--- src/isb_defines.svh ---
// Register offsets, field positions and reset values of the enable bank.
`ifndef ISB_DEFINES_SVH
`define ISB_DEFINES_SVH

`define ISB_ADDR_EN_MISC 8'h7d
`define ISB_ADDR_EN_DRV 8'h7e
`define ISB_ADDR_CHIP_ID 8'hff
`define ISB_MISC_DRV9_BIT 7
`define ISB_MISC_BADCFG_BIT 2
`define ISB_ENABLE_RESET 8'h00
`define ISB_READ_IDLE 8'h00
`define ISB_CHIP_ID_DEFAULT 8'h5a // Arbitrary value, names no real part.
`define ISB_MISC_MASK 8'h84

`endif

--- src/isb_pkg.sv ---
// Types shared by the interrupt-two source enable bank.
package isb_pkg;

  typedef logic [7:0] isb_addr_t;
  typedef logic [7:0] isb_byte_t;

  typedef struct packed {
    isb_byte_t drvEnable;
    logic drv9Enable;
    logic badConfigEnable;
    logic irqTwo;
    isb_byte_t rdData;
  } isb_state_s;

endpackage : isb_pkg

--- src/isb_enable_bank.sv ---
// Interrupt-two source enables for the driver comparators and bad config.
`timescale 1ns/1ps
`default_nettype none
`include "isb_defines.svh"

module isb_enable_bank #(
  parameter int NUM_BANK_DRV = 8,
  parameter logic [7:0] CHIP_ID = `ISB_CHIP_ID_DEFAULT
) (
  input wire logic sys_clk,
  input wire logic rst,
  input wire isb_pkg::isb_addr_t regAddr,
  input wire isb_pkg::isb_byte_t regWrData,
  input wire logic regWrEn,
  input wire logic regRdEn,
  output logic [7:0] regRdData,
  input wire logic [NUM_BANK_DRV:0] drvComparatorFlag,
  input wire logic badConfigFlag,
  output logic interruptOutTwo
);
  import isb_pkg::*;

  // The identifier value above is arbitrary and names no real part.

  isb_state_s stateQ;
  isb_state_s stateD;
  logic [NUM_BANK_DRV-1:0] drvHit;
  logic anyHit;
  logic wrDrv;
  logic wrMisc;

  assign wrDrv = regWrEn && (regAddr == `ISB_ADDR_EN_DRV);
  assign wrMisc = regWrEn && (regAddr == `ISB_ADDR_EN_MISC);

  // Each bank bit gates the comparator flag of the driver with the same
  // index, so bit i gates flag i.
  for (genvar i = 0; i < NUM_BANK_DRV; i++) begin : g_drv
    assign drvHit[i] = stateQ.drvEnable[i] & drvComparatorFlag[i];

  end

  // Every gated source is ORed here and the result is registered, so the
  // pin never shows a decode glitch.
  always_comb begin
    anyHit = |drvHit;
    anyHit = anyHit
      | (stateQ.drv9Enable & drvComparatorFlag[NUM_BANK_DRV])
      | (stateQ.badConfigEnable & badConfigFlag);
  end

  always_comb begin
    stateD = stateQ;
    stateD.irqTwo = anyHit;
    if (wrDrv) begin
      stateD.drvEnable = regWrData;
    end
    if (wrMisc) begin
      stateD.drv9Enable = regWrData[`ISB_MISC_DRV9_BIT];
      stateD.badConfigEnable = regWrData[`ISB_MISC_BADCFG_BIT];
    end
    // A write to the identifier address matches neither decode above.
    // Read data is registered so that it stands until the next read
    // and reaches the port straight from a flip-flop.
    if (regRdEn) begin
      unique case (regAddr)
        `ISB_ADDR_EN_DRV: begin
          stateD.rdData = stateQ.drvEnable;
        end
        `ISB_ADDR_EN_MISC: begin
          stateD.rdData = `ISB_READ_IDLE;
          stateD.rdData[`ISB_MISC_DRV9_BIT] = stateQ.drv9Enable;
          stateD.rdData[`ISB_MISC_BADCFG_BIT] = stateQ.badConfigEnable;
        end
        `ISB_ADDR_CHIP_ID: begin
          stateD.rdData = CHIP_ID;
        end
        default: begin
          stateD.rdData = `ISB_READ_IDLE;
        end
      endcase
    end
  end

  always_ff @(posedge sys_clk) begin
    if (rst) begin
      stateQ <= '{drvEnable: `ISB_ENABLE_RESET, drv9Enable: 1'b0,
                  badConfigEnable: 1'b0, irqTwo: 1'b0,
                  rdData: `ISB_READ_IDLE};
    end else begin
      stateQ <= stateD;
    end
  end

  // The interrupt is the registered OR, one clock behind its sources.
  assign interruptOutTwo = stateQ.irqTwo;
  assign regRdData = stateQ.rdData;
endmodule : isb_enable_bank
`default_nettype wire

--- config.mk ---
export PLATFORM = sky130hd
export DESIGN_NAME = isb_enable_bank
export DESIGN_NICKNAME = d
export VERILOG_FILES = /design/src/isb_pkg.sv /design/src/isb_enable_bank.sv
export VERILOG_INCLUDE_DIRS = /design/src
export SDC_FILE = /design/constraint.sdc
export NUM_CORES = 1
export LEC_CHECK = 0
export BUFFER_PORTS_ARGS = -buffer_cell sky130_fd_sc_hd__buf_2
export CORE_ASPECT_RATIO = 1.2
export CORE_MARGIN = 3
export CORE_UTILIZATION = 42
export DETAILED_ROUTE_END_ITERATION = 8
export PLACE_DENSITY = 0.79
export SLEW_MARGIN = 5
export SYNTH_ARGS = -nofsm -noshare
export SYNTH_HDL_FRONTEND = slang
export SYNTH_SLANG_ARGS = --single-unit
--- constraint.sdc ---
create_clock -name sys_clk -period 1 [get_ports sys_clk]
set_input_delay 0.1 -clock sys_clk [delete_from_list [all_inputs] [get_ports sys_clk]]
set_output_delay 0.1 -clock sys_clk [all_outputs]
set_load 0.01 [all_outputs]
==> metrics, run 1 <==
outcome finished, final reports clean; Slew Limit Headroom 0.801; Syn Area/Cell 9.51 sq um; CTS buffer count 3; fmax 1040 MHz; critical hold path startpoint regWrData[4]; post-synthesis compound-gate area fraction 0.149; XOR/XNOR Fraction of Synth Area 0; die height 58.9 microns; fin crit period 965 ps; Tcrit/Tclk final 0.965; Cell Area, Synth 980 sq um; worst slew pin tran 297 ps; number of nets in the layout 172; Final Worst Setup Slack 34.9 ps; Crit. End Element register; port bufs 38; CP Max Fanout 2; register-to-register setup slack 30 ps; CTS clk-pin slew, worst paths 100 ps; Rows 18; area occupied by multi-input gates 526 sq um; most common cell after layout, fill and taps aside buf_2; setup skew after layout 3.12 ps; die area 2950 sq um; clk buf depth 2; crit path DAT 1140 ps; CTS tree built; Slew Limit Fails 0; final hold slack 43.6 ps; largest net degree at the start of global routing 20; Setup TNS Final 0 ps; share of post-route cells with drive strength above 1 0.397; routed vias 866; H-Tree Depth 1; Ports 39; post-synth cell types 22; fin area 1230 sq um; RSZ-0062 raised after global routing true; Yosys warnings 0; post-synthesis sequential area ratio 0.388; fill count 198; clock root buffer clkbuf_4; main combinational cell family by area after synthesis simple AND/OR/NAND/NOR gates; grt ovf 0; Placement Setup Slack -96.5 ps; Post-CTS Setup Repair Bufs 0; #FFs+latches synth 19; critical path class register to register; first-pass GRT wire length 3780 microns; Post-Layout Cell Count 171; DRC violations left 0; total power per unit cell area 1050 nW/um^2; Starting Density 0.458; WL/cell 13.3 microns; Hold Crit Class primary input to register; synthesized net count 133; r2r startpoint stateQ[15]; total iterations of the first detailed-routing run 4; Leak 0.519 nW; GR Util All Layers 0.169; synthesis-to-finish area growth 25.5%; HPWL Detailed 1790 microns; Cells after DPL 167; Worst path max stage delay 330 ps; Horiz. Die Dim 50.1 microns; Reg2Reg Depth 3; Final Hold Fails 0; FF-to-FF End interruptOutTwo; WL final 2270 microns; antenna violations before repair 0; WHS Endpoint stateQ[15]; most frequent cells in the layout 38 x buf_2, 27 x nand2b_1, 17 x dfxtp_1, 10 x mux2i_1, 9 x buf_4; Placement Cell Area 1190 sq um; First DRT Iteration DRCs 20; register area 383 sq um; clk_lat worst skew 290 ps; clk sink count 19; core region area 2140 sq um; critical path, cell by cell a22o_1 -> a221oi_2 -> a31oi_1; Post-Synth Adder-Cell Area 0; Final GP Congestion 0.803; CP required 1180 ps; # diodes 0; Worst setup SP type register; Antenna Nets Post-Route 0; Hold Path Cell Cnt 3; final number of setup-violating endpoints 0; maxcap violations 0; Vias/cell 5.06; Post-Synthesis Cells 103; Crit-path slowest cell dfxtp_2; Peak VDD IR 0.524 mV; Synth Area in Simple Gates 0.272; vias in the first global route 871; mux cell area share after synthesis 0.102
sequential cells by signal, indices dropped and copies added, names as in the netlist:
signal	cells
regRdData	8
stateQ	10
interruptOutTwo	1
worst max-delay path, delay by kind of cell (launching register included):
| kind | cells | cell delay (ps) |
|---|---|---|
| AOI/OAI and AO/OA | 3 | 510 |
| DFF | 1 | 330 |
logic make-up after synthesis:
logic type / after synthesis
flops: 19
buf+inv: 13
compound gates: 20
simple gates: 41
mux: 10
repair_timing:
action,4_1_cts,5_1_grt
hold endpoints to repair,0,0
gates cloned,0,0
endpoints found under the setup margin,1,1
resized for setup,1,3
hold buffers,0,0
pin swaps,0,2
cell type report:
class	instances	area share
multi-input combinational	71	0.427
timing repair buffer	47	0.210
sequential	19	0.311
clock buffer	4	0.0214
tap	30	0.0305
power by group:
group	switching, mW	internal (mW)	leakage (nW)
Clock	0.229	0.155	0.0150
Combinational	0.0678	0.0802	0.350
Sequential	0.000514	0.757	0.154
Total	0.297	0.992	0.519
cells in the mapped netlist:
cell type / instances / area (sq um)
a22oi_1: 3 / 22.5
a31oi_1: 1 / 6.26
mux2i_1: 10 / 100
a221oi_1: 2 / 17.5
dfxtp_1: 19 / 380
a21oi_1: 6 / 30.0
o32ai_1: 6 / 52.6
a22o_1: 2 / 17.5
and4b_1: 1 / 10.0
and4b_2: 1 / 11.3
and4_1: 1 / 8.76
nand2b_1: 27 / 169
and2_1: 2 / 12.5
nand4_1: 3 / 18.8
buf_4: 8 / 60.1
and3_4: 1 / 11.3
nor2b_1: 1 / 6.26
buf_6: 1 / 11.3
nand2_1: 2 / 7.51
nor2_1: 1 / 3.75
and2b_1: 1 / 7.51
clkbuf_1: 4 / 15.0
how the worst max path moves through the flow:
stage,endpoint,startpoint,slack (ps)
2_1_floorplan,stateQ[11],regAddr[7],60
3_3_place_gp,stateQ[16],regAddr[7],-70
3_5_place_dp,stateQ[17],regAddr[7],-100
4_1_cts,interruptOutTwo,stateQ[18],20
5_1_grt,interruptOutTwo,stateQ[15],-30
6_report,interruptOutTwo,stateQ[15],30
per-stage QoR:
stage | power (mW) | utilization
2_1_floorplan | 0.840 | -
3_3_place_gp | 0.915 | 0.556
3_5_place_dp | 0.920 | 0.556
4_1_cts | 1.30 | 0.571
5_1_grt | 1.35 | 0.575
6_report | 1.29 | 0.575
metal layers:
| metal | vias to the layer above | share of wire | track usage |
|---|---|---|---|
| met1 | 386 | 0.42 | 0.195 |
| met2 | 30 | 0.50 | 0.297 |
| met3 | 6 | 0.048 | 0.0253 |
| met4 | 0 | 0.026 | 0.0949 |
| met5 | - | 0 | 0 |
| li1 | 444 | - | - |
Note: power is estimated with default switching activity, not from simulation.
==> run 2: changes to the inputs <==
- SETUP_SLACK_MARGIN: default -> 0.1
==> run 2 against run 1 <==
Highest routed layer unchanged. Critical path type unchanged. Design area is 2.0% higher. Count of clock-buffer cells in the layout down 1. Combinational power barely moved. First-iteration DRC count down 55%. Sequential cell count unchanged. Hold slack improved by 2.1 ps. Via count decreased by 0.35%. Die area stayed put. Final cell count grew 0.58%. Fmax up 3.8%. Global-route usage decreased by 0.28 points.
==> metrics, run 2 (synthesized netlist as in run 1, its figures left out) <==
Crit. End Element register; Hold Path Cell Cnt 3; worst slew pin tran 237 ps; fin crit period 930 ps; synthesis-to-finish area growth 28.1%; vias in the first global route 862; register-to-register setup slack 70 ps; Rows 18; grt ovf 0; GR Util All Layers 0.166; fmax 1080 MHz; first-pass GRT wire length 3760 microns; NetSw 0.308 mW; critical path class register to register; clk_lat worst skew 290 ps; Peak VDD IR 0.596 mV; r2r startpoint stateQ[15]; Worst path max stage delay 340 ps; share of post-route cells with drive strength above 1 0.465; Antenna Nets Post-Route 0; critical hold path startpoint regWrData[3]; Reg2Reg Depth 3; die area 2950 sq um; Ports 39; maxcap violations 0; Leak 0.531 nW; clock root buffer clkbuf_4; Worst setup SP type register; clock share of power 0.300; Seq pwr share 0.585; CP Max Fanout 2; First DRT Iteration DRCs 9; die height 58.9 microns; total power per unit cell area 1030 nW/um^2; Final GP Congestion 0.867; most frequent cells in the layout 37 x buf_2, 27 x nand2b_1, 10 x mux2i_1, 10 x buf_4, 10 x dfxtp_2; number of flip-flops in the largest register 10; WL final 2240 microns; total iterations of the first detailed-routing run 4; Starting Density 0.458; CTS buffer count 3; outcome finished, final reports clean; port bufs 38; number of nets in the layout 173; Placement Setup Slack -98.2 ps; Horiz. Die Dim 50.1 microns; antenna violations before repair 0; Crit-path slowest cell dfxtp_2; clk sink count 19; # diodes 0; Net Sw Frac 0.237; CTS tree built; largest net degree at the start of global routing 18; routed vias 863; final number of setup-violating endpoints 0; Vias/cell 5.02; H-Tree Depth 1; core region area 2140 sq um; Slew Limit Fails 0; post-layout util 0.587; CP required 1180 ps; register with the most flip-flops stateQ; setup skew after layout 0.926 ps; logic gate share of total power 0.115; most common cell after layout, fill and taps aside buf_2; critical path, cell by cell a22o_1 -> a221oi_2 -> a31oi_1; clk buf depth 2; HPWL Detailed 1800 microns; WL/cell 13.0 microns; FF-to-FF End interruptOutTwo; Slew Limit Headroom 0.842; fill count 202; Tcrit/Tclk final 0.930; DRC violations left 0; WHS Endpoint stateQ[14]; RSZ-0062 raised after global routing true; CTS clk-pin slew, worst paths 110 ps; internal power 0.988 mW; Hold Crit Class primary input to register; Final Hold Fails 0; Crit. Startpoint stateQ[15]; Final Worst Setup Slack 70.3 ps; Setup TNS Final 0 ps; crit path DAT 1110 ps
[run 2: cell types whose count changed in the layout (fill, tap and decap cells not counted)]
cell,before,now
dfxtp_1,17,9
buf_2,38,37
buf_4,9,10
clkbuf_1,1,0
clkinv_2,0,1
dfxtp_2,2,10
buf_6,0,1
[run 2: power by group through the flow]
stage | Clock, mW | Sequential, mW | Combinational (mW)
after floorplan | 0 | 0.775 | 0.0654
after global placement | 0 | 0.775 | 0.145
after detailed placement | 0 | 0.775 | 0.150
after CTS | 0.403 | 0.758 | 0.150
after global routing | 0.434 | 0.758 | 0.168
final | 0.389 | 0.757 | 0.149
[run 2: worst max-delay path by stage]
stage	endpoint	slack (ps)	cells past startpoint
finish	interruptOutTwo	70	3
global route	interruptOutTwo	40	3
CTS	interruptOutTwo	70	3
detailed placement	stateQ[17]	-100	4
global placement	stateQ[11]	-50	4
floorplan	stateQ[11]	60	4
[run 2: repair_timing]
item / CTS / global route
endpoints found under the setup margin: 2 / 10
resized for setup: 3 / 8
buffers inserted: 0 / 1
endpoints found under the hold margin: 0 / 0
pin swaps: 2 / 0
hold buffers: 0 / 0
[run 2: layout make-up]
class | count | area, sq um | area share
clock buffer | 3 | 22.5 | 0.0179
clock inverter | 1 | 5.00 | 0.00399
multi-input combinational | 71 | 526 | 0.419
sequential | 19 | 393 | 0.313
tap | 30 | 37.5 | 0.0299
timing repair buffer | 48 | 272 | 0.216
[run 2: per-stage QoR]
step / instance area [sq um] / std cells / power, mW / hold slack (ps)
detailed placement: 1200 / 167 / 0.925 / 374
global route: 1250 / 172 / 1.36 / 59.6
global placement: 1200 / 167 / 0.920 / 368
floorplan: 992 / 103 / 0.840 / 255
CTS: 1230 / 171 / 1.31 / 37.4
finish: 1250 / 172 / 1.30 / 45.7
[run 2: critical path: cells and delay by family (launching register included)]
family             cells  cell delay (ps)
DFF                    1              340
AOI/OAI and AO/OA      3              490
[run 2: layer usage]
metal | vias up | GRT usage | part of all wire
li1 | 443 | - | -
met1 | 381 | 0.236 | 0.46
met2 | 37 | 0.257 | 0.46
met3 | 2 | 0.0228 | 0.069
met4 | 0 | 0.0593 | 0.0058
met5 | - | 0 | 0
==> run 3: changes to the inputs <==
- ABC_AREA: default -> 1
- CORE_MARGIN: 3 -> 1
==> run 3 against run 2 <==
Sequential power increased by 0.9%. Design area decreased by 4.9%. Worst setup slack improved by 50 ps. Critical endpoint unchanged. Sequential cell count unchanged. Largest power group unchanged. Clock power decreased by 3%. First-iteration DRC count increased by 44%.
==> metrics, run 3 <==
setup skew after layout 8.35 ps; Yosys warnings 0; core region area 2120 sq um; die area 2520 sq um; Final Hold Fails 0; clk_lat worst skew 300 ps; WL final 2030 microns; Seq pwr share 0.594; H-Tree Depth 1; fin crit period 880 ps; Tcrit/Tclk final 0.880; Vias/cell 4.58; most frequent cells in the layout 38 x buf_2, 36 x nand2_1, 16 x inv_1, 14 x a21oi_1, 14 x dfxtp_1; Post-synth ARST share 0; routed vias 930; synthesis-to-finish area growth 22.5%; FF-to-FF End interruptOutTwo; GR Util All Layers 0.181; clock root buffer clkbuf_4; die height 54.8 microns; Starting Density 0.460; grt ovf 0; number of nets in the layout 204; post-synth cell types 18; critical hold path startpoint regWrData[7]; # diodes 0; Slew Limit Headroom 0.746; critical path class register to register; vias in the first global route 807; Ports 39; Post-Synthesis Cells 137; #FFs+latches synth 19; Syn Area/Cell 7.11 sq um; fmax 1140 MHz; Worst setup SP type register; HPWL Detailed 1710 microns; Design Power 1.29 mW; register with the most flip-flops stateQ; Rows 18; NetSw 0.310 mW; Placement Cell Area 1160 sq um; Hold Crit Class primary input to register; number of flip-flops in the largest register 10; CTS clk-pin slew, worst paths 110 ps; outcome finished, final reports clean; port bufs 38; synthesized net count 167; ys flop type dfxtp_1; total power per unit cell area 1080 nW/um^2; register-to-register setup slack 120 ps; CTS tree built; top-count cell post-synth nand2_1; synth cell count leaders 36 x nand2_1, 19 x dfxtp_1, 16 x inv_1, 14 x a21oi_1, 12 x nand3_1; share of the synthesized area in the top cell type 0.390; clock share of power 0.295; Hold Path Cell Cnt 3; internal power 0.976 mW; Final Worst Setup Slack 120 ps; antenna violations before repair 0; fin area 1190 sq um; worst slew pin tran 380 ps; Net Sw Frac 0.241; Placement Setup Slack -59.8 ps; total iterations of the first detailed-routing run 4; RSZ-0062 raised after global routing true; WL/cell 10.0 microns; crit path DAT 1090 ps; share of post-route cells with drive strength above 1 0.358; post-synthesis sequential area ratio 0.390; Post-Layout Cell Count 203; clk buf depth 2; CP Max Fanout 3; logic gate share of total power 0.111; DRC violations left 0; Final GP Congestion 0.766; WHS Endpoint stateQ[10]; Setup TNS Final 0 ps; Antenna Nets Post-Route 0; most common cell after layout, fill and taps aside buf_2; CTS buffer count 3; largest net degree at the start of global routing 17; Slew Limit Fails 0; CTS hold repair buffers 0; Horiz. Die Dim 46.0 microns; Peak VDD IR 0.892 mV; Post-synth EDFFs 0; top post-synthesis cells by area dfxtp_1 39%, nand2_1 14%, a21oi_1 7.2%; Reg2Reg Depth 6; Crit. End Element register; First DRT Iteration DRCs 13; Cell Area, Synth 975 sq um; first-pass GRT wire length 3280 microns; maxcap violations 0; final number of setup-violating endpoints 0; Synth area leader dfxtp_1; Cells after DPL 199; clk sink count 19; fill count 231; Leak 0.591 nW; CP required 1210 ps; r2r startpoint stateQ[13]
-- run 3: kinds of logic after synthesis --
kind of cell | Yosys count | share of synthesized area
simple gates | 65 | 0.317
buf+inv | 27 | 0.144
compound gates | 26 | 0.149
flops | 19 | 0.390
-- run 3: layout make-up --
type | count | area, sq um | area share
clock buffer | 3 | 22.5 | 0.0189
clock inverter | 1 | 5.00 | 0.00419
inverter | 16 | 60.1 | 0.0503
multi-input combinational | 91 | 454 | 0.381
sequential | 19 | 387 | 0.324
tap | 30 | 37.5 | 0.0314
timing repair buffer | 43 | 228 | 0.191
-- run 3: how the worst max path moves through the flow --
| stage | start | endpoint | depth (start not counted) |
|---|---|---|---|
| finish | stateQ[13] | interruptOutTwo | 6 |
| global route | stateQ[13] | interruptOutTwo | 6 |
| CTS | stateQ[11] | interruptOutTwo | 6 |
| detailed placement | regAddr[7] | stateQ[17] | 7 |
| global placement | regAddr[7] | stateQ[14] | 7 |
| floorplan | regAddr[3] | stateQ[11] | 6 |
-- run 3: worst max-delay path, stage by stage (launching register included) --
cell,delay (ps)
dfxtp_2,350
nand2_1,50
nand4_1,110
nor2_1,110
nand3_1,70
nand2_1,60
inv_1,40
-- run 3: through the flow --
stage               utilization  hold slack [ps]
finish                    0.564             35.1
floorplan                     -              169
global placement          0.548              341
global route              0.564             38.2
CTS                       0.562             30.5
detailed placement        0.548              350
-- run 3: metal layers --
layer  vias up  routed length [microns]  GRT usage
li1        502                        -          -
met1       395                      888      0.206
met2        31                     1000      0.329
met3         2                      127     0.0495
met4         0                       14     0.0441
met5         -                        0          0
-- run 3: power groups by stage --
stage / clock [mW] / sequential [mW] / combinational, mW
finish: 0.379 / 0.764 / 0.143
global placement: 0 / 0.781 / 0.138
CTS: 0.390 / 0.764 / 0.144
floorplan: 0 / 0.781 / 0.0647
global route: 0.417 / 0.765 / 0.158
detailed placement: 0 / 0.781 / 0.143
-- run 3: timing repair --
action / in CTS / in global routing
gates resized for setup: 2 / 3
endpoints found under the setup margin: 1 / 4
buffers inserted: 0 / 0
hold endpoints to repair: 0 / 0
pin swaps: 0 / 0
